==> src/verilog/vsq_pkg.sv <==
// Purpose: shared constants and types for the sequencer plane control block
// Assumes: registers are 8 bits wide, reached through an index/data port pair
// Notes: bits that are reserved in a register are masked off and read as zero
package vsq_pkg;
  // register indices seen through the data port
  localparam logic [4:0] IDX_CLOCKING = 5'h01;
  localparam logic [4:0] IDX_PLANE_MASK = 5'h02;
  localparam logic [4:0] IDX_FONT_MAP = 5'h03;
  localparam logic [4:0] IDX_MEM_MODE = 5'h04;
  // implemented bits per register
  localparam logic [7:0] MASK_CLOCKING = 8'h3d;
  localparam logic [7:0] MASK_PLANE = 8'hff;
  localparam logic [7:0] MASK_FONT = 8'h3f;
  localparam logic [7:0] MASK_MEM = 8'h0e;
  localparam logic [7:0] RST_CLOCKING = 8'h00;
  localparam logic [7:0] RST_PLANE = 8'h00;
  localparam logic [7:0] RST_FONT = 8'h00;
  localparam logic [7:0] RST_MEM = 8'h00;
  // field positions
  localparam int CLK_FULL_BW = 5;
  localparam int CLK_LOAD32 = 4;
  localparam int CLK_DOT_DIV2 = 3;
  localparam int CLK_LOAD16 = 2;
  localparam int CLK_DOT8 = 0;
  localparam int MEM_CHAIN4 = 3;
  localparam int MEM_ODD_EVEN = 2;
  localparam int MEM_EXTENDED = 1;
  localparam int FONT_SEC_HI = 5;
  localparam int FONT_PRI_HI = 4;
  localparam int FONT_SEC_LO = 2;
  localparam int FONT_PRI_LO = 0;
  localparam int ATTR_FONT_BIT = 3;
  // dot and load counting
  localparam logic [3:0] DOT_LAST_NARROW = 4'h7;
  localparam logic [3:0] DOT_LAST_WIDE = 4'h8;
  localparam logic [1:0] LOAD_LAST_1 = 2'h0;
  localparam logic [1:0] LOAD_LAST_2 = 2'h1;
  localparam logic [1:0] LOAD_LAST_4 = 2'h3;
  // plane selection
  localparam int MEM64K_AW = 16;
  localparam logic [3:0] PLANES_ALL = 4'hf;
  localparam logic [3:0] PLANES_EVEN = 4'h5;
  localparam logic [3:0] PLANES_ODD = 4'ha;
  localparam logic [1:0] PLANE_CHAR = 2'h0;
  localparam logic [1:0] PLANE_ATTR = 2'h1;
  localparam logic [1:0] PLANE_FONT = 2'h2;
  localparam logic [2:0] WM_ONE = 3'h1;
  localparam logic [2:0] WM_EXT4 = 3'h4;
  localparam logic [2:0] WM_EXT5 = 3'h5;
  typedef struct packed {
    logic fullBw;
    logic load32;
    logic dotDiv2;
    logic load16;
    logic dot8;
  } vsq_clk_cfg_t;
  typedef struct packed {
    logic chain4;
    logic oddEvenOff;
    logic extMem;
  } vsq_mem_cfg_t;
  typedef enum logic [1:0] {
    VSQ_FETCH_CHAR = 2'b00,
    VSQ_FETCH_ATTR = 2'b01,
    VSQ_FETCH_FONT = 2'b10
  } vsq_fetch_t;
endpackage : vsq_pkg

==> src/verilog/vga_sequencer_plane_control.sv <==
// Purpose: sequencer registers, clocking, font addressing and plane control
// Assumes: cpu access and fetch inputs come from logic on clk_sys
// Notes: indices 0 and above 4 are handed to the extension register port
// What this block does
// - full bandwidth stops refresh, syncs keep running
// - full bandwidth holds blanking output asserted
// - shifter load every 1, 2 or 4 chars
// - dot clock is video clock, optionally halved
// - char clock is eight or nine dots
// - plane mask gates planes in modes 0-3, except mode 1 with gcExtPixelBit set
// - mask becomes per-pixel enable in extended modes
// - same mask write-protects block-transfer pixels
// - secondary map bits decode to font offset
// - primary map bits decode the same way
// - char plane 0, attribute 1, font 2
// - attribute bit 3 picks font when enabled
// - font address is map, code, row
// - chain-4 selects plane by low address bits
// - chain-4 ignores read-plane selection on reads
// - odd/even sends even/odd addresses to plane pairs
// - extended-memory clear limits memory to 64K
// - index port selects register for data port
`timescale 1ns/1ps
`default_nettype none
module vga_sequencer_plane_control #(
  parameter int ADDR_W = 22
) (
  input wire logic clk_sys,
  input wire logic rst_n,
  // indexed i/o port pair
  input wire logic ioWrite,
  input wire logic ioRead,
  input wire logic ioDataPort,
  input wire logic [7:0] ioWrData,
  output logic [7:0] ioRdData,
  // extension registers outside this block
  output logic extWrite,
  output logic extRead,
  output logic [4:0] extIndex,
  output logic [7:0] extWrData,
  input wire logic [7:0] extRdData,
  // clocking and display
  input wire logic videoClockIn,
  input wire logic displayBlankIn_n,
  output logic blank_n,
  output logic screenFetchEn,
  output logic dotTick,
  output logic charTick,
  output logic loadTick,
  // cpu memory access
  input wire logic [ADDR_W-1:0] cpuAddr,
  input wire logic [2:0] cpuWriteMode,
  input wire logic gcExtPixelBit,
  input wire logic gcPlaneInterleaveBit,
  input wire logic [1:0] readPlaneSelect,
  output logic [3:0] planeWriteEn,
  output logic [7:0] pixelWriteEn,
  output logic pixelMaskMode,
  output logic [7:0] bltWriteProtect,
  output logic [1:0] readPlane,
  output logic [ADDR_W-1:0] memAddr,
  // text fetch
  input wire vsq_pkg::vsq_fetch_t fetchPhase,
  input wire logic [7:0] charCode,
  input wire logic [7:0] attrByte,
  input wire logic [4:0] rowIndex,
  output logic [1:0] fetchPlane,
  output logic [15:0] fontAddr,
  output logic fontIntensity,
  output logic fontSecondary
);
  logic rstMeta_r, rstSync_n;
  logic [4:0] index_r, indexNxt;
  logic [7:0] clocking_r, clockingNxt;
  logic [7:0] planeMask_r, planeMaskNxt;
  logic [7:0] fontMap_r, fontMapNxt;
  logic [7:0] memMode_r, memModeNxt;
  logic [7:0] rdNxt;
  logic extWriteNxt, dataWrite, dataRead, isExt;
  vsq_pkg::vsq_clk_cfg_t clkCfg;
  vsq_pkg::vsq_mem_cfg_t memCfg;
  logic [2:0] priMap, secMap, useMap;
  logic dualFont, useSec;
  logic [1:0] planeNxt;
  logic [15:0] fontAddrNxt;
  logic blankNxt;

  // reset release through two flops, assertion stays asynchronous
  always_ff @(posedge clk_sys or negedge rst_n) begin
    if (!rst_n) begin
      rstMeta_r <= 1'b0;
      rstSync_n <= 1'b0;
    end else begin
      rstMeta_r <= 1'b1;
      rstSync_n <= rstMeta_r;
    end
  end

  // register file: index port then data port
  always_comb begin
    dataWrite = ioWrite && ioDataPort;
    dataRead = ioRead && ioDataPort;
    isExt = (index_r == 5'h00) || (index_r > vsq_pkg::IDX_MEM_MODE);
    indexNxt = index_r;
    clockingNxt = clocking_r;
    planeMaskNxt = planeMask_r;
    fontMapNxt = fontMap_r;
    memModeNxt = memMode_r;
    extWriteNxt = dataWrite && isExt;
    if (ioWrite && !ioDataPort) begin
      indexNxt = ioWrData[4:0];
    end
    if (dataWrite) begin
      case (index_r)
        vsq_pkg::IDX_CLOCKING: clockingNxt = ioWrData & vsq_pkg::MASK_CLOCKING;
        vsq_pkg::IDX_PLANE_MASK: planeMaskNxt = ioWrData & vsq_pkg::MASK_PLANE;
        vsq_pkg::IDX_FONT_MAP: fontMapNxt = ioWrData & vsq_pkg::MASK_FONT;
        vsq_pkg::IDX_MEM_MODE: memModeNxt = ioWrData & vsq_pkg::MASK_MEM;
        default: ;
      endcase
    end
  end

  // read answer one cycle after the read strobe
  always_comb begin
    rdNxt = ioRdData;
    if (ioRead && !ioDataPort) begin
      rdNxt = {3'h0, index_r};
    end else if (dataRead) begin
      case (index_r)
        vsq_pkg::IDX_CLOCKING: rdNxt = clocking_r;
        vsq_pkg::IDX_PLANE_MASK: rdNxt = planeMask_r;
        vsq_pkg::IDX_FONT_MAP: rdNxt = fontMap_r;
        vsq_pkg::IDX_MEM_MODE: rdNxt = memMode_r;
        default: rdNxt = extRdData;
      endcase
    end
  end

  // ext read is a handshake and may stay combinational
  assign extRead = dataRead && isExt;
  assign extIndex = index_r;

  always_ff @(posedge clk_sys or negedge rstSync_n) begin
    if (!rstSync_n) begin
      index_r <= 5'h00;
      clocking_r <= vsq_pkg::RST_CLOCKING;
      planeMask_r <= vsq_pkg::RST_PLANE;
      fontMap_r <= vsq_pkg::RST_FONT;
      memMode_r <= vsq_pkg::RST_MEM;
      ioRdData <= 8'h00;
      extWrite <= 1'b0;
      extWrData <= 8'h00;
    end else begin
      index_r <= indexNxt;
      clocking_r <= clockingNxt;
      planeMask_r <= planeMaskNxt;
      fontMap_r <= fontMapNxt;
      memMode_r <= memModeNxt;
      ioRdData <= rdNxt;
      extWrite <= extWriteNxt;
      extWrData <= dataWrite ? ioWrData : extWrData;
    end
  end

  // decoded configuration fields
  always_comb begin
    clkCfg.fullBw = clocking_r[vsq_pkg::CLK_FULL_BW];
    clkCfg.load32 = clocking_r[vsq_pkg::CLK_LOAD32];
    clkCfg.dotDiv2 = clocking_r[vsq_pkg::CLK_DOT_DIV2];
    clkCfg.load16 = clocking_r[vsq_pkg::CLK_LOAD16];
    clkCfg.dot8 = clocking_r[vsq_pkg::CLK_DOT8];
    memCfg.chain4 = memMode_r[vsq_pkg::MEM_CHAIN4];
    memCfg.oddEvenOff = memMode_r[vsq_pkg::MEM_ODD_EVEN];
    memCfg.extMem = memMode_r[vsq_pkg::MEM_EXTENDED];
  end

  // font map decode and text fetch addressing
  always_comb begin
    secMap = {fontMap_r[vsq_pkg::FONT_SEC_HI],
              fontMap_r[vsq_pkg::FONT_SEC_LO+1 -: 2]};
    priMap = {fontMap_r[vsq_pkg::FONT_PRI_HI],
              fontMap_r[vsq_pkg::FONT_PRI_LO+1 -: 2]};
    dualFont = (priMap != secMap) && memCfg.extMem;
    useSec = dualFont && attrByte[vsq_pkg::ATTR_FONT_BIT];
    useMap = useSec ? secMap : priMap;
    // map 4 sits at 8K, so the map msb lands on address bit 13
    fontAddrNxt = {useMap[1:0], useMap[2], charCode, rowIndex};
    case (fetchPhase)
      vsq_pkg::VSQ_FETCH_CHAR: planeNxt = vsq_pkg::PLANE_CHAR;
      vsq_pkg::VSQ_FETCH_ATTR: planeNxt = vsq_pkg::PLANE_ATTR;
      vsq_pkg::VSQ_FETCH_FONT: planeNxt = vsq_pkg::PLANE_FONT;
      default: planeNxt = vsq_pkg::PLANE_CHAR;
    endcase
    blankNxt = clkCfg.fullBw ? 1'b0 : displayBlankIn_n;
  end

  // text fetch and blanking outputs
  always_ff @(posedge clk_sys or negedge rstSync_n) begin
    if (!rstSync_n) begin
      fetchPlane <= vsq_pkg::PLANE_CHAR;
      fontAddr <= 16'h0000;
      fontIntensity <= 1'b0;
      fontSecondary <= 1'b0;
      blank_n <= 1'b0;
      screenFetchEn <= 1'b0;
      bltWriteProtect <= 8'h00;
    end else begin
      fetchPlane <= planeNxt;
      fontAddr <= fontAddrNxt;
      fontIntensity <= dualFont ? 1'b0 : attrByte[vsq_pkg::ATTR_FONT_BIT];
      fontSecondary <= useSec;
      blank_n <= blankNxt;
      screenFetchEn <= !clkCfg.fullBw;
      bltWriteProtect <= planeMask_r;
    end
  end

  vsq_clock_div u_clock_div (
    .clk_sys(clk_sys),
    .rstSync_n(rstSync_n),
    .videoClockIn(videoClockIn),
    .cfg(clkCfg),
    .dotTick(dotTick),
    .charTick(charTick),
    .loadTick(loadTick)
  );

  vsq_plane_map #(
    .ADDR_W(ADDR_W)
  ) u_plane_map (
    .clk_sys(clk_sys),
    .rstSync_n(rstSync_n),
    .memCfg(memCfg),
    .planeMask(planeMask_r),
    .cpuAddr(cpuAddr),
    .cpuWriteMode(cpuWriteMode),
    .gcExtPixelBit(gcExtPixelBit),
    .gcPlaneInterleaveBit(gcPlaneInterleaveBit),
    .readPlaneSelect(readPlaneSelect),
    .planeWriteEn(planeWriteEn),
    .pixelWriteEn(pixelWriteEn),
    .pixelMaskMode(pixelMaskMode),
    .readPlane(readPlane),
    .memAddr(memAddr)
  );

  a_blank_forced: assert property (@(posedge clk_sys) disable iff (!rstSync_n)
    clkCfg.fullBw [*2] |-> !blank_n) else $error("blank not held in full bandwidth");
  a_refresh_halt: assert property (@(posedge clk_sys) disable iff (!rstSync_n)
    clkCfg.fullBw |=> !screenFetchEn)
    else $error("screen fetch not halted");
  a_font_address: assert property (@(posedge clk_sys) disable iff (!rstSync_n)
    1'b1 |=> fontAddr[12:0] == {$past(charCode), $past(rowIndex)})
    else $error("font address code or row");
  a_font_map: assert property (@(posedge clk_sys) disable iff (!rstSync_n)
    !dualFont |=> fontAddr[15:13] == {$past(priMap[1:0]), $past(priMap[2])} && !fontSecondary)
    else $error("primary font map");
  a_index_read: assert property (@(posedge clk_sys) disable iff (!rstSync_n)
    dataRead && index_r == vsq_pkg::IDX_CLOCKING |=> ioRdData == $past(clocking_r))
    else $error("clocking readback");
  a_blt_protect: assert property (@(posedge clk_sys) disable iff (!rstSync_n)
    dataWrite && index_r == vsq_pkg::IDX_PLANE_MASK |-> ##2 bltWriteProtect == $past(ioWrData, 2))
    else $error("blt write protect");
endmodule : vga_sequencer_plane_control
`default_nettype wire

==> src/verilog/vsq_clock_div.sv <==
// Purpose: dot, character and shifter-load ticks from the video clock pin
// Assumes: video clock is well below clk_sys/2, so each edge is seen
// Notes: ticks are one clk_sys cycle wide
`timescale 1ns/1ps
`default_nettype none
module vsq_clock_div (
  input wire logic clk_sys,
  input wire logic rstSync_n,
  input wire logic videoClockIn,
  input wire vsq_pkg::vsq_clk_cfg_t cfg,
  output logic dotTick,
  output logic charTick,
  output logic loadTick
);
  logic syncA_r, syncB_r, syncC_r, level_r, levelNxt, videoTick;
  logic dotPhase_r, dotPhaseNxt, dotNxt, charNxt, loadNxt;
  logic [3:0] dotCnt_r, dotCntNxt, dotLast;
  logic [1:0] loadCnt_r, loadCntNxt, loadLast;

  // a change counts once the second and third stage agree
  always_comb begin
    levelNxt = (syncB_r == syncC_r) ? syncC_r : level_r;
    videoTick = levelNxt && !level_r;
    dotLast = cfg.dot8 ? vsq_pkg::DOT_LAST_NARROW : vsq_pkg::DOT_LAST_WIDE;
    loadLast = cfg.load32 ? vsq_pkg::LOAD_LAST_4 :
               (cfg.load16 ? vsq_pkg::LOAD_LAST_2 : vsq_pkg::LOAD_LAST_1);
    dotPhaseNxt = dotPhase_r;
    dotNxt = 1'b0;
    if (videoTick) begin
      dotPhaseNxt = cfg.dotDiv2 ? !dotPhase_r : 1'b0;
      dotNxt = !cfg.dotDiv2 || dotPhase_r;
    end
    dotCntNxt = dotCnt_r;
    charNxt = 1'b0;
    if (dotNxt) begin
      charNxt = (dotCnt_r >= dotLast);
      dotCntNxt = charNxt ? 4'h0 : dotCnt_r + 4'h1;
    end
    loadCntNxt = loadCnt_r;
    loadNxt = 1'b0;
    if (charNxt) begin
      loadNxt = (loadCnt_r >= loadLast) && !cfg.fullBw;
      loadCntNxt = (loadCnt_r >= loadLast) ? 2'h0 : loadCnt_r + 2'h1;
    end
  end

  // character ticks keep running in full bandwidth so syncs continue
  always_ff @(posedge clk_sys or negedge rstSync_n) begin
    if (!rstSync_n) begin
      syncA_r <= 1'b0;
      syncB_r <= 1'b0;
      syncC_r <= 1'b0;
      level_r <= 1'b0;
      dotPhase_r <= 1'b0;
      dotCnt_r <= 4'h0;
      loadCnt_r <= 2'h0;
      dotTick <= 1'b0;
      charTick <= 1'b0;
      loadTick <= 1'b0;
    end else begin
      syncA_r <= videoClockIn;
      syncB_r <= syncA_r;
      syncC_r <= syncB_r;
      level_r <= levelNxt;
      dotPhase_r <= dotPhaseNxt;
      dotCnt_r <= dotCntNxt;
      loadCnt_r <= loadCntNxt;
      dotTick <= dotNxt;
      charTick <= charNxt;
      loadTick <= loadNxt;
    end
  end

  a_dot_undivided: assert property (@(posedge clk_sys) disable iff (!rstSync_n)
    videoTick && !cfg.dotDiv2 |=> dotTick) else $error("dot tick missed");
  a_dot_halved: assert property (@(posedge clk_sys) disable iff (!rstSync_n)
    dotTick && $past(cfg.dotDiv2) |-> $past(dotPhase_r)) else $error("dot not halved");
  a_char_width: assert property (@(posedge clk_sys) disable iff (!rstSync_n)
    charTick && $past(dotCnt_r) <= $past(dotLast) |-> $past(dotCnt_r) == $past(dotLast))
    else $error("wrong char width");
  a_load_halted: assert property (@(posedge clk_sys) disable iff (!rstSync_n)
    cfg.fullBw |=> !loadTick) else $error("load during full bandwidth");
  a_load_every4: assert property (@(posedge clk_sys) disable iff (!rstSync_n)
    loadTick && $past(cfg.load32) |-> $past(loadCnt_r) == 2'h3) else $error("load rate");
endmodule : vsq_clock_div
`default_nettype wire

==> src/verilog/vsq_plane_map.sv <==
// Purpose: maps a cpu access onto planes, plane address and write enables
// Assumes: cpu access fields are stable in the cycle they are presented
// Notes: results are registered, one cycle after the access fields
`timescale 1ns/1ps
`default_nettype none
module vsq_plane_map #(
  parameter int ADDR_W = 22
) (
  input wire logic clk_sys,
  input wire logic rstSync_n,
  input wire vsq_pkg::vsq_mem_cfg_t memCfg,
  input wire logic [7:0] planeMask,
  input wire logic [ADDR_W-1:0] cpuAddr,
  input wire logic [2:0] cpuWriteMode,
  input wire logic gcExtPixelBit,
  input wire logic gcPlaneInterleaveBit,
  input wire logic [1:0] readPlaneSelect,
  output logic [3:0] planeWriteEn,
  output logic [7:0] pixelWriteEn,
  output logic pixelMaskMode,
  output logic [1:0] readPlane,
  output logic [ADDR_W-1:0] memAddr
);
  localparam logic [ADDR_W-1:0] LIMIT64K = ADDR_W'({vsq_pkg::MEM64K_AW{1'b1}});
  logic [3:0] selNxt, weNxt;
  logic [1:0] rdNxt;
  logic [ADDR_W-1:0] addrNxt;
  logic pixNxt;

  if (ADDR_W < vsq_pkg::MEM64K_AW + 2) begin : g_bad_width
    $error("ADDR_W too small for plane mapping");
  end

  // chain-4 wins over both odd/even controls
  always_comb begin
    pixNxt = (cpuWriteMode == vsq_pkg::WM_EXT4) || (cpuWriteMode == vsq_pkg::WM_EXT5) ||
             ((cpuWriteMode == vsq_pkg::WM_ONE) && gcExtPixelBit);
    if (memCfg.chain4) begin
      selNxt = 4'h1 << cpuAddr[1:0];
      addrNxt = cpuAddr >> 2;
    end else if (!memCfg.oddEvenOff) begin
      selNxt = cpuAddr[0] ? vsq_pkg::PLANES_ODD : vsq_pkg::PLANES_EVEN;
      addrNxt = cpuAddr >> 1;
    end else begin
      selNxt = vsq_pkg::PLANES_ALL;
      addrNxt = cpuAddr;
    end
    // pixel mode reuses the mask bits, so planes are not masked there
    weNxt = selNxt & (pixNxt ? vsq_pkg::PLANES_ALL : planeMask[3:0]);
    if (!memCfg.extMem) begin
      addrNxt = addrNxt & LIMIT64K;
    end
    // reads follow the graphics-side odd/even bit, kept inverse by software
    if (memCfg.chain4) begin
      rdNxt = cpuAddr[1:0];
    end else if (gcPlaneInterleaveBit) begin
      rdNxt = {readPlaneSelect[1], cpuAddr[0]};
    end else begin
      rdNxt = readPlaneSelect;
    end
  end

  always_ff @(posedge clk_sys or negedge rstSync_n) begin
    if (!rstSync_n) begin
      planeWriteEn <= 4'h0;
      pixelWriteEn <= 8'h00;
      pixelMaskMode <= 1'b0;
      readPlane <= 2'h0;
      memAddr <= '0;
    end else begin
      planeWriteEn <= weNxt;
      pixelWriteEn <= pixNxt ? planeMask : 8'h00;
      pixelMaskMode <= pixNxt;
      readPlane <= rdNxt;
      memAddr <= addrNxt;
    end
  end

  a_chain4_read: assert property (@(posedge clk_sys) disable iff (!rstSync_n)
    memCfg.chain4 |=> readPlane == $past(cpuAddr[1:0])) else $error("chain-4 read plane");
  a_oddeven_even: assert property (@(posedge clk_sys) disable iff (!rstSync_n)
    !memCfg.chain4 && !memCfg.oddEvenOff && !cpuAddr[0] && !pixNxt
    |=> planeWriteEn == ($past(planeMask[3:0]) & 4'h5)) else $error("odd/even planes");
  a_mem_limit: assert property (@(posedge clk_sys) disable iff (!rstSync_n)
    !memCfg.extMem |=> memAddr[ADDR_W-1:16] == '0) else $error("64K limit broken");
endmodule : vsq_plane_map
`default_nettype wire

==> config.mk <==
export PLATFORM = sky130hd
export DESIGN_NAME = vga_sequencer_plane_control
export DESIGN_NICKNAME = d
export VERILOG_FILES = /design/src/verilog/vsq_pkg.sv /design/src/verilog/vga_sequencer_plane_control.sv /design/src/verilog/vsq_clock_div.sv /design/src/verilog/vsq_plane_map.sv
export SDC_FILE = /design/constraint.sdc
export NUM_CORES = 1
export LEC_CHECK = 0
export ABC_AREA = 1
export BUFFER_PORTS_ARGS = -buffer_cell sky130_fd_sc_hd__buf_2
export CORE_ASPECT_RATIO = 1.1
export CORE_MARGIN = 4
export CORE_UTILIZATION = 54
export CTS_CLUSTER_DIAMETER = 150
export CTS_CLUSTER_SIZE = 30
export DETAILED_ROUTE_END_ITERATION = 7
export PLACE_DENSITY_LB_ADDON = 0.08
export SYNTH_ARGS = -nofsm -noshare
export SYNTH_HDL_FRONTEND = slang
export SYNTH_SLANG_ARGS = --single-unit
export TNS_END_PERCENT = 10
==> constraint.sdc <==
create_clock -name clk_sys -period 10.2 [get_ports clk_sys]
set_input_delay 1.02 -clock clk_sys [delete_from_list [all_inputs] [get_ports clk_sys]]
set_output_delay 1.02 -clock clk_sys [all_outputs]
set_load 0.01 [all_outputs]
After elaboration in Yosys (flattened, before gate mapping)
Index checks and enable logic that the tools add are counted.
{"block": "word_totals", "register_bits": 127, "inputBits": 75, "output_inout_bits": 93, "elab_cells": 103}
{"block": "op_classes", "add_sub_neg": 2, "magnitude_cmp": 3, "eq_ne": 11, "n_shift": 1, "mux": 27, "n_bitwise": 1, "n_reduce_logical": 26}
{"op": "$mux 22", "count": 3}
{"op": "$pmux 8 s4", "count": 1}
{"op": "$mux 4", "count": 6}
{"op": "$mux 8", "count": 3}
{"op": "$logic_and 1x1->1", "count": 11}
{"op": "$eq 5x2->1 const B", "count": 2}
{"op": "$mux 1", "count": 9}
{"op": "$reduce_and 2->1", "count": 4}
{"op": "$eq 3x3->1 const B", "count": 2}
{"op": "$mux 2", "count": 3}
{"op": "$eq 5x1->1 const B", "count": 1}
{"op": "$eq 5x3->1 const B", "count": 1}
{"op": "$gt 5x3->1 const B", "count": 1}
{"op": "$logic_not 1->1", "count": 5}
{"op": "$logic_not 5->1", "count": 1}
{"op": "$add 4x1->4 const B", "count": 1}
{"op": "$and 4x4->4", "count": 1}
{"op": "$ge 4x4->1", "count": 1}
{"op": "$logic_or 1x1->1", "count": 4}
{"op": "$pmux 2 s2", "count": 1}
{"op": "$shl 1x2->4 const A", "count": 1}
{"op": "$eq 3x1->1 const B", "count": 1}
{"op": "$mux 3", "count": 1}
{"op": "$ne 3x3->1", "count": 1}
{"op": "other kinds (6)", "count": 6}

Logic depth before layout (Yosys ltp)
Gate-level depths: netlist of run 1.
{"block": "logic_depth", "depth_word": 6, "depth_mapped": 9, "depth_no_buf": 9}

Modules after synthesis
A second synthesis of run 1 with hierarchy kept.
{"block": "hier_totals", "hier_cells": 580, "hier_area_um2": 5430.2}
{"module": "vga_sequencer_plane_control", "n_inst": 1, "cells_per_inst": 301, "area_per_inst_um2": 3076.7, "seq_area_each_um2": 1901.8}
{"module": "vsq_plane_map", "n_inst": 1, "cells_per_inst": 192, "area_per_inst_um2": 1602.8, "seq_area_each_um2": 925.9}
{"module": "vsq_clock_div", "n_inst": 1, "cells_per_inst": 87, "area_per_inst_um2": 750.7, "seq_area_each_um2": 350.3}

Least setup slack after synthesis of run 1
No wires, ideal clock.
{"block": "synth_path", "kind": "input port to output port", "start": "input port ioDataPort", "end": "output port extRead", "arrival_ns": 1.350, "required_time_ns": 9.180, "setup_slack_ns": 7.830, "path_stages": 2, "path_buffers": 0, "path_cell_list": "nand2_1 -> nor2_1"}
{"block": "synth_between", "elab_chain_len": 2}
{"item": "start, declared", "line": "vga_sequencer_plane_control.sv:33", "source": "input wire logic ioDataPort,"}
{"item": "$logic_and 1x1->1", "line": "vga_sequencer_plane_control.sv:102", "source": "dataRead = ioRead && ioDataPort;"}
{"item": "$logic_and 1x1->1", "line": "vga_sequencer_plane_control.sv:141", "source": "assign extRead = dataRead && isExt;"}
{"item": "end, declared", "line": "vga_sequencer_plane_control.sv:38", "source": "output logic extRead,"}
No other way between the ends.

Worst setup path after layout of run 1
{"block": "layout_path", "start": "register index_r[0] (netlist: extIndex[0])", "end": "output port extRead"}
{"block": "layout_between", "elab_chain_len": 3, "word_cells_on_any_way": 4, "cone_classes": "order compare: 1; reduce/logical: 3"}
{"item": "start, declared", "line": "vga_sequencer_plane_control.sv:73", "source": "logic [4:0] index_r, indexNxt;"}
{"item": "start signal, assigned", "line": "vga_sequencer_plane_control.sv:155", "source": "index_r <= indexNxt;"}
{"item": "$gt 5x3->1 / $logic_not 5->1 (equally long branches)", "line": "vga_sequencer_plane_control.sv:103", "source": "isExt = (index_r == 5'h00) || (index_r > vsq_pkg::IDX_MEM_MODE);"}
{"item": "$logic_or 1x1->1 (*)", "line": "vga_sequencer_plane_control.sv:103"}
{"item": "$logic_and 1x1->1 (*)", "line": "vga_sequencer_plane_control.sv:141"}
Mark *: on every way between the ends. The rest lies on a longest branch, timed or not.

==> out/qor.yml, run 1 <==
setup_path:
  cp.required_ns: 9.18
  startpoint_type: "flop"
  critPathMaxStageDelay_ns: 0.79
  arrival_ns: 2.21
  crit_buf_inv: 1
  critPathTopFamily: "flip-flops"
  cp_slowest_cell: "dfrtp_1"
  crit_chain: "o21ai_1 -> a21oi_4 -> nor2_1 -> buf_2"
  crit_path_end_kind: "output port"
  path_max_fanout: 19
  crit_type: "reg -> out"
clocking:
  cts_resized: 0
  clock_latency_ns: 0.52
  htreeDepth: 4
  clock_path_buffers: 2
  cts_hold_buf: 0
  cts_made_buffers: 17
  path_clk_slew_ns: 0.06
  cts_num_sinks: 127
  cts_setup_buffers: 0
  clockRootBuffer: "clkbuf_8"
  cts_tree: "yes"
worst_hold_path:
  min_path_type: "in -> async"
floorplan:
  ioPinCount: 168
  start_util_pct: 55.4
  dieArea_mm2: 0.0113
  row_count: 37
  die_w_um: 102
  die_h_um: 111
  core_area_mm2: 0.00940
yosys:
  synthCells: 547
  ys_seq_area_share_pct: 61.1
  synth_ff_type: "dfrtp_1"
  synth-async-reset-ratio_pct: 100
  yosys_warnings: 0
  synth_edf_count: 0
  ys_seq_elements: 127
  syn_area_mm2: 0.00520
  syn_avg_cell_area_um2: 9.52
  synth_fp_nets: 629
  synth.distinct_cells: 35
drt:
  avgRoutedWirePerCell_um: 14.8
  route.vias.total: 4338
  drtIter0Drc: 255
  avgViaCountPerCell: 5.17
  first_pass_iters: 6
  remaining_drc_errors: 0
  routed_wl_um: 12400
  ant_nets: 0
grt:
  top_usage_layer: "met2"
  grt_use_met1_pct: 28.5
  grt_pass1_vias: 4408
  grt-ovfl-total: 0
  gr-usage-met3_pct: 5.48
  grt_max_degree: 65
  antenna_found_initial: 0
  met2_usage_pct: 39.9
  grt_pass1_wl_um: 20700
  grt_util_all_layers_pct: 23.5
layout:
  layout-drive-gt1-share_pct: 29.5
  diodes: 0
  most-common-layout-cells: "buf_2 (160), dfrtp_1 (126), nand2_1 (120)"
  final_common_cell: "buf_2"
  syn2layout_area_growth_pct: 28.4
  fill_cells: 722
  finalNetCount: 793
power:
  total_power_w: 0.00173
  p_leak_nw: 3.61
  peakVddDrop_mv: 0.135
  power_density_mw_per_mm2: 259
sta:
  finalCritPeriodShare_pct: 31.6
  grt_setup_unrepaired: "false"
  maxSlewHeadroom_pct: 43.0
  fmax_mhz: 310
  worst_pin_slew_ns: 0.855
  setup-tns-final_ns: 0
  final_hold_viol_count: 0
  hold_slack_ns: 0.275
  finalMaxSlewViolations: 0
  finalSetupViolCount: 0
  clock-skew-final_ns: 0.00795
  period_minus_slack_ns: 3.23
placement:
  io_buffers: 160
  dp_hpwl_um: 8650
  place_congestion: 0.821
run_status:
  outcome: "complete, no violations"
run:
  maxCapViolations: 0
through the flow:
step           cells  util (%)  area (um^2)  worst slack, ns
5_1_grt          839      71.1         6680             6.84
2_1_floorplan    547         -         5200             6.40
3_5_place_dp     809      64.7         6080             7.52
4_1_cts          839      71.1         6680             6.96
6_report         839      71.1         6680             6.97
3_3_place_gp     809      64.7         6080             7.53
state kept, by name (all words and copies together), names as in the netlist, 3 cells and up:
name and count:
u_plane_map.memAddr 22, fontAddr 16, bltWriteProtect 8, extWrData 8, ioRdData 8, planeMask_r 8, u_plane_map.pixelWriteEn 8, fontMap_r 6
clocking_r 5, extIndex 5, u_clock_div.dotCnt_r 4, u_plane_map.planeWriteEn 4, memMode_r 3
synth_stat cells, types with 2 or more instances:
library cell	number	share of area, %
a21oi_1	38	3.7
buf_2	4	0.38
buf_4	2	0.29
buf_6	2	0.43
clkbuf_1	8	0.58
dfrtp_1	127	61
ha_1	7	1.7
inv_1	67	4.8
inv_2	3	0.22
nand2_1	120	8.7
nand3_1	12	1.2
nand4_1	21	2.5
nor2_1	44	3.2
nor2_2	2	0.24
nor2_4	2	0.43
nor3_1	2	0.19
o21ai_0	34	3.3
o21ai_1	17	1.6
o21ai_2	8	1.3
o22ai_1	8	0.96
or2_2	2	0.24
xnor2_1	3	0.50
xor2_1	2	0.34
cell families (layout without fill, tap and decap cells):
kind of cell | Yosys count | count (layout) | share of synthesized area, %
AO/OA/AOI/OAI | 111 | 111 | 11.9
XOR/XNOR | 5 | 5 | 0.841
adder cells (fa/ha/maj) | 7 | 7 | 1.68
buffers and inverters | 87 | 262 | 6.80
flip-flops | 127 | 127 | 61.1
other | 1 | 1 | 0.0720
AND/OR/NAND/NOR | 209 | 209 | 17.6
worst paths after layout:
| kind | startpoint | to | slack (ns) | depth (start not counted) |
|---|---|---|---|---|
| min in group clk_sys | u_clock_div.syncA_r | u_clock_div.syncB_r | 0.35 | 0 |
| worst min-delay path | rst_n | rstSync_n | 0.27 | 1 |
| worst max register to register | memMode_r[2] | u_plane_map.memAddr[12] | 8.02 | 4 |
| worst max-delay path | extIndex[0] | extRead | 6.97 | 4 |
| max in group asynchronous | rstSync_n | ioRdData[5] | 8.51 | 1 |
| worst min register to register | u_clock_div.syncA_r | u_clock_div.syncB_r | 0.35 | 0 |
where the power goes:
group,internal [W],total [W],switching (W)
Sequential,0.000623,0.000724,0.000101
Combinational,0.000162,0.000397,0.000234
Clock,0.000407,0.000612,0.000204
Total,0.00119,0.00173,0.000539
area by class of cell:
cell class | instances | area, um^2 | share of cell area, %
multi-input combinational | 333 | 1670 | 25.0
inverter | 71 | 267 | 3.99
sequential | 127 | 3180 | 47.6
timing repair buffer | 161 | 808 | 12.1
clock buffer | 24 | 500 | 7.49
tap | 117 | 146 | 2.19
clock inverter | 6 | 105 | 1.57
layer usage:
metal,vias to the layer above,share of wire [%]
met1,2058,39
met5,-,0
met4,0,1.8
met3,21,7.2
met2,153,52
li1,2106,-
worst reg2reg max path, delay by kind of cell, from the launching register on:
kind / cells / cell delay (ns)
AOI/OAI and AO/OA: 3 / 0.60
buffers and inverters: 1 / 0.74
DFF: 1 / 0.76
Note: power is estimated with default switching activity, not from simulation.
==> inputs of run 2 (changes only) <==
--- a/config.mk
+++ b/config.mk
@@ -9,7 +9,7 @@
 export BUFFER_PORTS_ARGS = -buffer_cell sky130_fd_sc_hd__buf_2
 export CORE_ASPECT_RATIO = 1.1
 export CORE_MARGIN = 4
-export CORE_UTILIZATION = 54
+export CORE_UTILIZATION = 46
 export CTS_CLUSTER_DIAMETER = 150
 export CTS_CLUSTER_SIZE = 30
 export DETAILED_ROUTE_END_ITERATION = 7
==> constraint.sdc (replaced) <==
create_clock -name clk_sys -period 2.87 [get_ports clk_sys]
set_input_delay 0.287 -clock clk_sys [delete_from_list [all_inputs] [get_ports clk_sys]]
set_output_delay 0.287 -clock clk_sys [all_outputs]
set_load 0.01 [all_outputs]
==> out/qor.yml, run 2 (synthesis gave the netlist of run 1 again) <==
power:
  p_clk_share_pct: 32.1  # was 35.3%
  peakVddDrop_mv: 0.397  # was 0.135 mV
  share_seq_of_total_power_pct: 42.3  # was 41.8%
  p_int_w: 0.00395  # was 0.00119 W
  p_sw_w: 0.00195  # was 0.000539 W
  power_density_mw_per_mm2: 863  # was 259 mW/mm^2
  combPwrFrac_pct: 25.6  # was 22.9%
  switching_share_pct: 33.1  # was 31.1%
  p_leak_nw: 3.65  # was 3.61 nW
setup_path:
  crit_end: "extRead"  # unchanged
  cp.required_ns: 2.58  # was 9.18 ns
  critPathTopFamily: "flip-flops"  # unchanged
  arrival_ns: 2.08  # was 2.21 ns
  path_max_fanout: 19  # unchanged
  crit_start: "extIndex[0]"  # unchanged
  cp_slowest_cell: "dfrtp_1"  # unchanged
  r2r_cells: 5  # was 4
  crit_chain: "o21ai_1 -> a21oi_4 -> nor2_1 -> buf_2"  # unchanged
  crit_path_end_kind: "output port"  # unchanged
  crit_cells: 4  # unchanged
  startpoint_type: "flop"  # unchanged
  r2r_end: "ioRdData[0]"  # was u_plane_map.memAddr[12]
  worst-r2r-setup-slack_ns: 0.98  # was 8.02 ns
  crit_buf_inv: 1  # unchanged
  critPathMaxStageDelay_ns: 0.78  # was 0.79 ns
  r2r_start: "extIndex[0]"  # was memMode_r[2]
  crit_type: "reg -> out"  # unchanged
layout:
  syn2layout_area_growth_pct: 31.5  # was 28.4%
  most-common-layout-cells: "buf_2 (160), dfrtp_1 (126), nand2_1 (120)"  # unchanged
  final_common_cell: "buf_2"  # unchanged
  diodes: 0  # unchanged
  reg.largest.list: "u_plane_map.memAddr: 22 flops, fontAddr: 16 flops"  # unchanged
  finalNonFillerCells: 890  # was 839
  largest_register_ffs: 22  # unchanged
  finalInstanceArea_mm2: 0.00684  # was 0.00668 mm^2
  fill_cells: 987  # was 722
  layout-drive-gt1-share_pct: 29.3  # was 29.5%
  top_register: "u_plane_map.memAddr"  # unchanged
  finalNetCount: 812  # was 793
worst_hold_path:
  min_path_type: "in -> reg"  # was in -> async
grt:
  grt_pass1_vias: 4243  # was 4408
  grt_pass1_wl_um: 20200  # was 20700 um
  antenna_found_initial: 0  # unchanged
  grt-ovfl-total: 0  # unchanged
  grt_util_all_layers_pct: 19.8  # was 23.5%
  grt_max_degree: 59  # was 65
sta:
  worst_pin_slew_ns: 0.684  # was 0.855 ns
  finalSetupViolCount: 0  # unchanged
  maxSlewHeadroom_pct: 54.4  # was 43.0%
  finalCritPeriodShare_pct: 82.4
  final_hold_viol_count: 0  # unchanged
  clock-skew-final_ns: 0.00924  # was 0.00795 ns
  finalMaxSlewViolations: 0  # unchanged
  period_minus_slack_ns: 2.36
  setup-tns-final_ns: 0  # unchanged
  grt_setup_unrepaired: "false"  # unchanged
  fmax_mhz: 423
floorplan:
  dieArea_mm2: 0.0131  # was 0.0113 mm^2
  die_h_um: 120  # was 111 um
  ioPinCount: 168  # unchanged
  start_util_pct: 47.3  # was 55.4%
  die_w_um: 109  # was 102 um
  row_count: 40  # was 37
  core_area_mm2: 0.0110  # was 0.00940 mm^2
clocking:
  clock_latency_ns: 0.40  # was 0.52 ns
  htreeDepth: 4  # unchanged
  cts_hold_buf: 15  # was 0
  cts_resized: 0  # unchanged
  clock_path_buffers: 2  # unchanged
  clockRootBuffer: "clkbuf_16"  # was clkbuf_8
  cts_setup_buffers: 0  # unchanged
  cts_num_sinks: 127  # unchanged
  path_clk_slew_ns: 0.05  # was 0.06 ns
  cts_tree: "yes"  # unchanged
  cts_made_buffers: 17  # unchanged
drt:
  route.vias.total: 4341  # was 4338
  ant_nets: 0  # unchanged
  routed_wl_um: 12500  # was 12400 um
  drtIter0Drc: 268  # was 255
  remaining_drc_errors: 0  # unchanged
  avgRoutedWirePerCell_um: 14.0  # was 14.8 um
  first_pass_iters: 5  # was 6
  avgViaCountPerCell: 4.88  # was 5.17
placement:
  io_buffers: 160  # unchanged
  place_area_mm2: 0.00616  # was 0.00608 mm^2
  numPlacedInstances: 843  # was 809
  dp_hpwl_um: 9050  # was 8650 um
  place_congestion: 0.836  # was 0.821
run:
  maxCapViolations: 0  # unchanged
run_status:
  outcome: "complete, no violations"  # unchanged
-- run 2: cell types whose count changed in the layout (fill, tap and decap cells not counted), moves of 3 or more --
cell / before / now
clkbuf_8: 7 / 1
dlygate4sd3_1: 0 / 15
clkinvlp_4: 0 / 5
buf_4: 1 / 4
clkinv_4: 0 / 4
bufinv_16: 3 / 0
-- run 2: per-layer routing --
layer  global-route usage, %  wire (um)  share of wire, %
met1                    24.6       5210                42
met2                    33.2       6250                50
met3                    4.79        813               6.5
met4                    7.33        195               1.6
met5                       0          0                 0
-- run 2: worst min-delay path by stage --
| stage | depth (start not counted) | startpoint | endpoint | slack, ns |
|---|---|---|---|---|
| finish | 2 | fetchPhase[1] | fetchPlane[0] | 0.04 |
| global route | 2 | fetchPhase[1] | fetchPlane[0] | 0.04 |
| CTS | 2 | fetchPhase[1] | fetchPlane[0] | 0.02 |
| detailed placement | 1 | rst_n | rstMeta_r | 0.07 |
| global placement | 1 | rst_n | rstMeta_r | 0.07 |
| floorplan | 0 | rst_n | rstMeta_r | -0.009 |
-- run 2: power by group through the flow --
| stage | Clock, W | Combinational (W) | Sequential [W] |
|---|---|---|---|
| global placement | 0 | 0.00145 | 0.00252 |
| detailed placement | 0 | 0.00150 | 0.00253 |
| global route | 0.00204 | 0.00171 | 0.00256 |
| CTS | 0.00194 | 0.00153 | 0.00250 |
| finish | 0.00190 | 0.00151 | 0.00250 |
| floorplan | 0 | 0.000803 | 0.00263 |
-- run 2: cell type report --
type	count	area (um^2)	share of cell area, %
Clock buffer	20	447	6.53
Clock inverter	12	91.3	1.33
Inverter	71	267	3.89
Multi-Input combinational cell	333	1670	24.4
Sequential cell	127	3180	46.5
Tap cell	147	184	2.69
Timing Repair Buffer	180	1000	14.6
-- run 2: worst reg2reg max path, cell delays in order, from the launching register on --
cell and delay [ns]:
dfrtp_1 0.78, o21ai_1 0.26, a21oi_4 0.41, nand4_1 0.17
nand2_1 0.11, nand2_1 0.05
-- run 2: per-stage QoR --
step	hold WS, ns	setup slack, ns	total power, W	util [%]
global route	0.0386	0.337	0.00630	62.2
global placement	0.0715	0.975	0.00398	55.9
CTS	0.0230	0.497	0.00597	62.2
finish	0.0439	0.505	0.00591	62.2
detailed placement	0.0727	0.915	0.00404	55.9
floorplan	-0.00859	0.754	0.00343	-
==> inputs of run 3 (changes only) <==
==> constraint.sdc (replaced) <==
create_clock -name clk_sys -period 2 [get_ports clk_sys]
set_input_delay 0.2 -clock clk_sys [delete_from_list [all_inputs] [get_ports clk_sys]]
set_output_delay 0.2 -clock clk_sys [all_outputs]
set_load 0.01 [all_outputs]
==> out/qor.yml, run 3 (synthesis gave the netlist of run 1 again) <==
layout:
  finalInstanceArea_mm2: 0.00702  # was 0.00684 mm^2
  diodes: 0  # unchanged
  finalNonFillerCells: 899  # was 890
  finalNetCount: 822  # was 812
  fin_util_pct: 63.8  # was 62.2%
  most-common-layout-cells: "buf_2 (160), dfrtp_1 (126), nand2_1 (120)"  # unchanged
  fill_cells: 931  # was 987
  layout-drive-gt1-share_pct: 29.8  # was 29.3%
  syn2layout_area_growth_pct: 34.9  # was 31.5%
  top_register: "u_plane_map.memAddr"  # unchanged
  final_common_cell: "buf_2"  # unchanged
  reg.largest.list: "u_plane_map.memAddr: 22 flops, fontAddr: 16 flops"  # unchanged
  largest_register_ffs: 22  # unchanged
clocking:
  htreeDepth: 4  # unchanged
  cts_tree: "yes"  # unchanged
  cts_num_sinks: 127  # unchanged
  cts_resized: 0  # unchanged
  clock_latency_ns: 0.41  # was 0.40 ns
  path_clk_slew_ns: 0.06  # was 0.05 ns
  cts_made_buffers: 17  # unchanged
  clockRootBuffer: "clkbuf_16"  # unchanged
  clock_path_buffers: 2  # unchanged
placement:
  numPlacedInstances: 847  # was 843
  dp_hpwl_um: 9320  # was 9050 um
  place_congestion: 0.873  # was 0.836
  place_area_mm2: 0.00620  # was 0.00616 mm^2
  io_buffers: 160  # unchanged
run:
  maxCapViolations: 0  # unchanged
grt:
  antenna_found_initial: 0  # unchanged
  grt_pass1_wl_um: 21400  # was 20200 um
  grt-ovfl-total: 0  # unchanged
  grt_max_degree: 54  # was 59
  grt_use_met1_pct: 25.3  # was 24.6%
  met2_usage_pct: 36.7  # was 33.2%
  gr-usage-met3_pct: 4.90  # was 4.79%
  top_usage_layer: "met2"  # unchanged
  grt_pass1_vias: 4518  # was 4243
  grt_util_all_layers_pct: 21.0  # was 19.8%
power:
  p_leak_nw: 3.74  # was 3.65 nW
  combPwrFrac_pct: 24.7  # was 25.6%
  share_seq_of_total_power_pct: 40.2  # was 42.3%
  p_sw_w: 0.00283  # was 0.00195 W
  power_density_mw_per_mm2: 1270  # was 863 mW/mm^2
  switching_share_pct: 31.6  # was 33.1%
  peakVddDrop_mv: 0.610  # was 0.397 mV
  p_int_w: 0.00611  # was 0.00395 W
  p_clk_share_pct: 35.2  # was 32.1%
setup_path:
  path_max_fanout: 7  # was 19
  cp.required_ns: 1.80  # was 2.58 ns
  startpoint_type: "flop"  # unchanged
  critPathTopFamily: "flip-flops"  # unchanged
  arrival_ns: 1.57  # was 2.08 ns
  critPathMaxStageDelay_ns: 0.51  # was 0.78 ns
  cp_slowest_cell: "dfrtp_1"  # unchanged
  crit_chain: "nor2_2 -> inv_2 -> a21oi_4 -> nor2_1 -> buf_2"  # was o21ai_1 -> a21oi_4 -> nor2_1 -> buf_2
  crit_path_end_kind: "output port"  # unchanged
  crit_type: "reg -> out"  # unchanged
  crit_buf_inv: 2  # was 1
drt:
  first_pass_iters: 5  # unchanged
  remaining_drc_errors: 0  # unchanged
  drtIter0Drc: 199  # was 268
  routed_wl_um: 13000  # was 12500 um
  ant_nets: 0  # unchanged
  route.vias.total: 4327  # was 4341
  avgRoutedWirePerCell_um: 14.4  # was 14.0 um
  avgViaCountPerCell: 4.81  # was 4.88
worst_hold_path:
  min_path_type: "in -> reg"  # unchanged
run_status:
  outcome: "complete, no violations"  # unchanged
floorplan:
  dieArea_mm2: 0.0131  # unchanged
  core_area_mm2: 0.0110  # unchanged
  start_util_pct: 47.3  # unchanged
  row_count: 40  # unchanged
  die_w_um: 109  # unchanged
  die_h_um: 120  # unchanged
  ioPinCount: 168  # unchanged
sta:
  clock-skew-final_ns: 0.0139  # was 0.00924 ns
  fmax_mhz: 564
  finalSetupViolCount: 0  # unchanged
  worst_pin_slew_ns: 0.527  # was 0.684 ns
  final_hold_viol_count: 0  # unchanged
  finalCritPeriodShare_pct: 88.6
  finalMaxSlewViolations: 0  # unchanged
  period_minus_slack_ns: 1.77
  maxSlewHeadroom_pct: 64.9  # was 54.4%
  grt_setup_unrepaired: "false"  # unchanged
  setup-tns-final_ns: 0  # unchanged
## run 3: changes by cell type in the layout (fill, tap and decap cells not counted)
cell           change
clkinv_2           -1
buf_12             +1
dlygate4sd3_1      +5
buf_4              +4
clkbuf_8           +1
clkbuf_1           -2
clkinvlp_4         -2
bufinv_16          +3
## run 3: power by group through the flow
| stage | clock network [W] | logic [W] | registers (W) |
|---|---|---|---|
| after floorplan | 0 | 0.00115 | 0.00377 |
| after global placement | 0 | 0.00212 | 0.00361 |
| after detailed placement | 0 | 0.00219 | 0.00364 |
| after CTS | 0.00320 | 0.00223 | 0.00359 |
| after global routing | 0.00332 | 0.00251 | 0.00367 |
| final | 0.00314 | 0.00221 | 0.00359 |
## run 3: timing repair
item / CTS / global route
endpoints found under the hold margin: 20 / 0
setup endpoints to repair: 1 / 0
buffers inserted: 1 / 0
hold buffers: 20 / 0
## run 3: final timing paths
| kind | slack (ns) | cells after the start | end | from |
|---|---|---|---|---|
| max | 0.23 | 5 | extRead | extIndex[4] |
| min | 0.03 | 2 | u_plane_map.readPlane[0] | gcPlaneInterleaveBit |
| max reg2reg | 0.26 | 5 | fontMap_r[3] | extIndex[2] |
| min reg2reg | 0.31 | 0 | bltWriteProtect[2] | rstSync_n |
| max in group asynchronous | 1.02 | 1 | u_clock_div.charTick | rstSync_n |
| min in group asynchronous | 0.12 | 2 | rstMeta_r | rst_n |
## run 3: cell type report
cell class	instances	area, um^2	area share [%]
Clock buffer	19	453	6.45
Tap cell	147	184	2.62
Inverter	71	267	3.80
Sequential cell	127	3180	45.3
Multi-Input combinational cell	333	1670	23.8
Clock inverter	12	161	2.30
Timing Repair Buffer	190	1100	15.7
## run 3: routing by layer
metal  wire (um)  share of wire, %
met5           0                 0
met3         766               5.9
met1        5280                41
met4          60              0.46
met2        6870                53
## run 3: through the flow
step           worst slack (ns)  hold slack [ns]  power, W
2_1_floorplan             0.510          -0.0956   0.00493
3_3_place_gp              0.433          -0.0154   0.00574
3_5_place_dp              0.334         -0.00682   0.00582
4_1_cts                   0.203          0.00746   0.00903
5_1_grt                  0.0960           0.0227   0.00951
6_report                  0.228           0.0335   0.00894
## run 3: worst reg2reg max path: cells and delay by family (launching register included)
kind                   cells  cell delay (ns)
AO/OA/AOI/OAI              1             0.09
flip-flops                 1             0.47
AND/OR/NAND/NOR            3             0.83
buffers and inverters      1             0.21
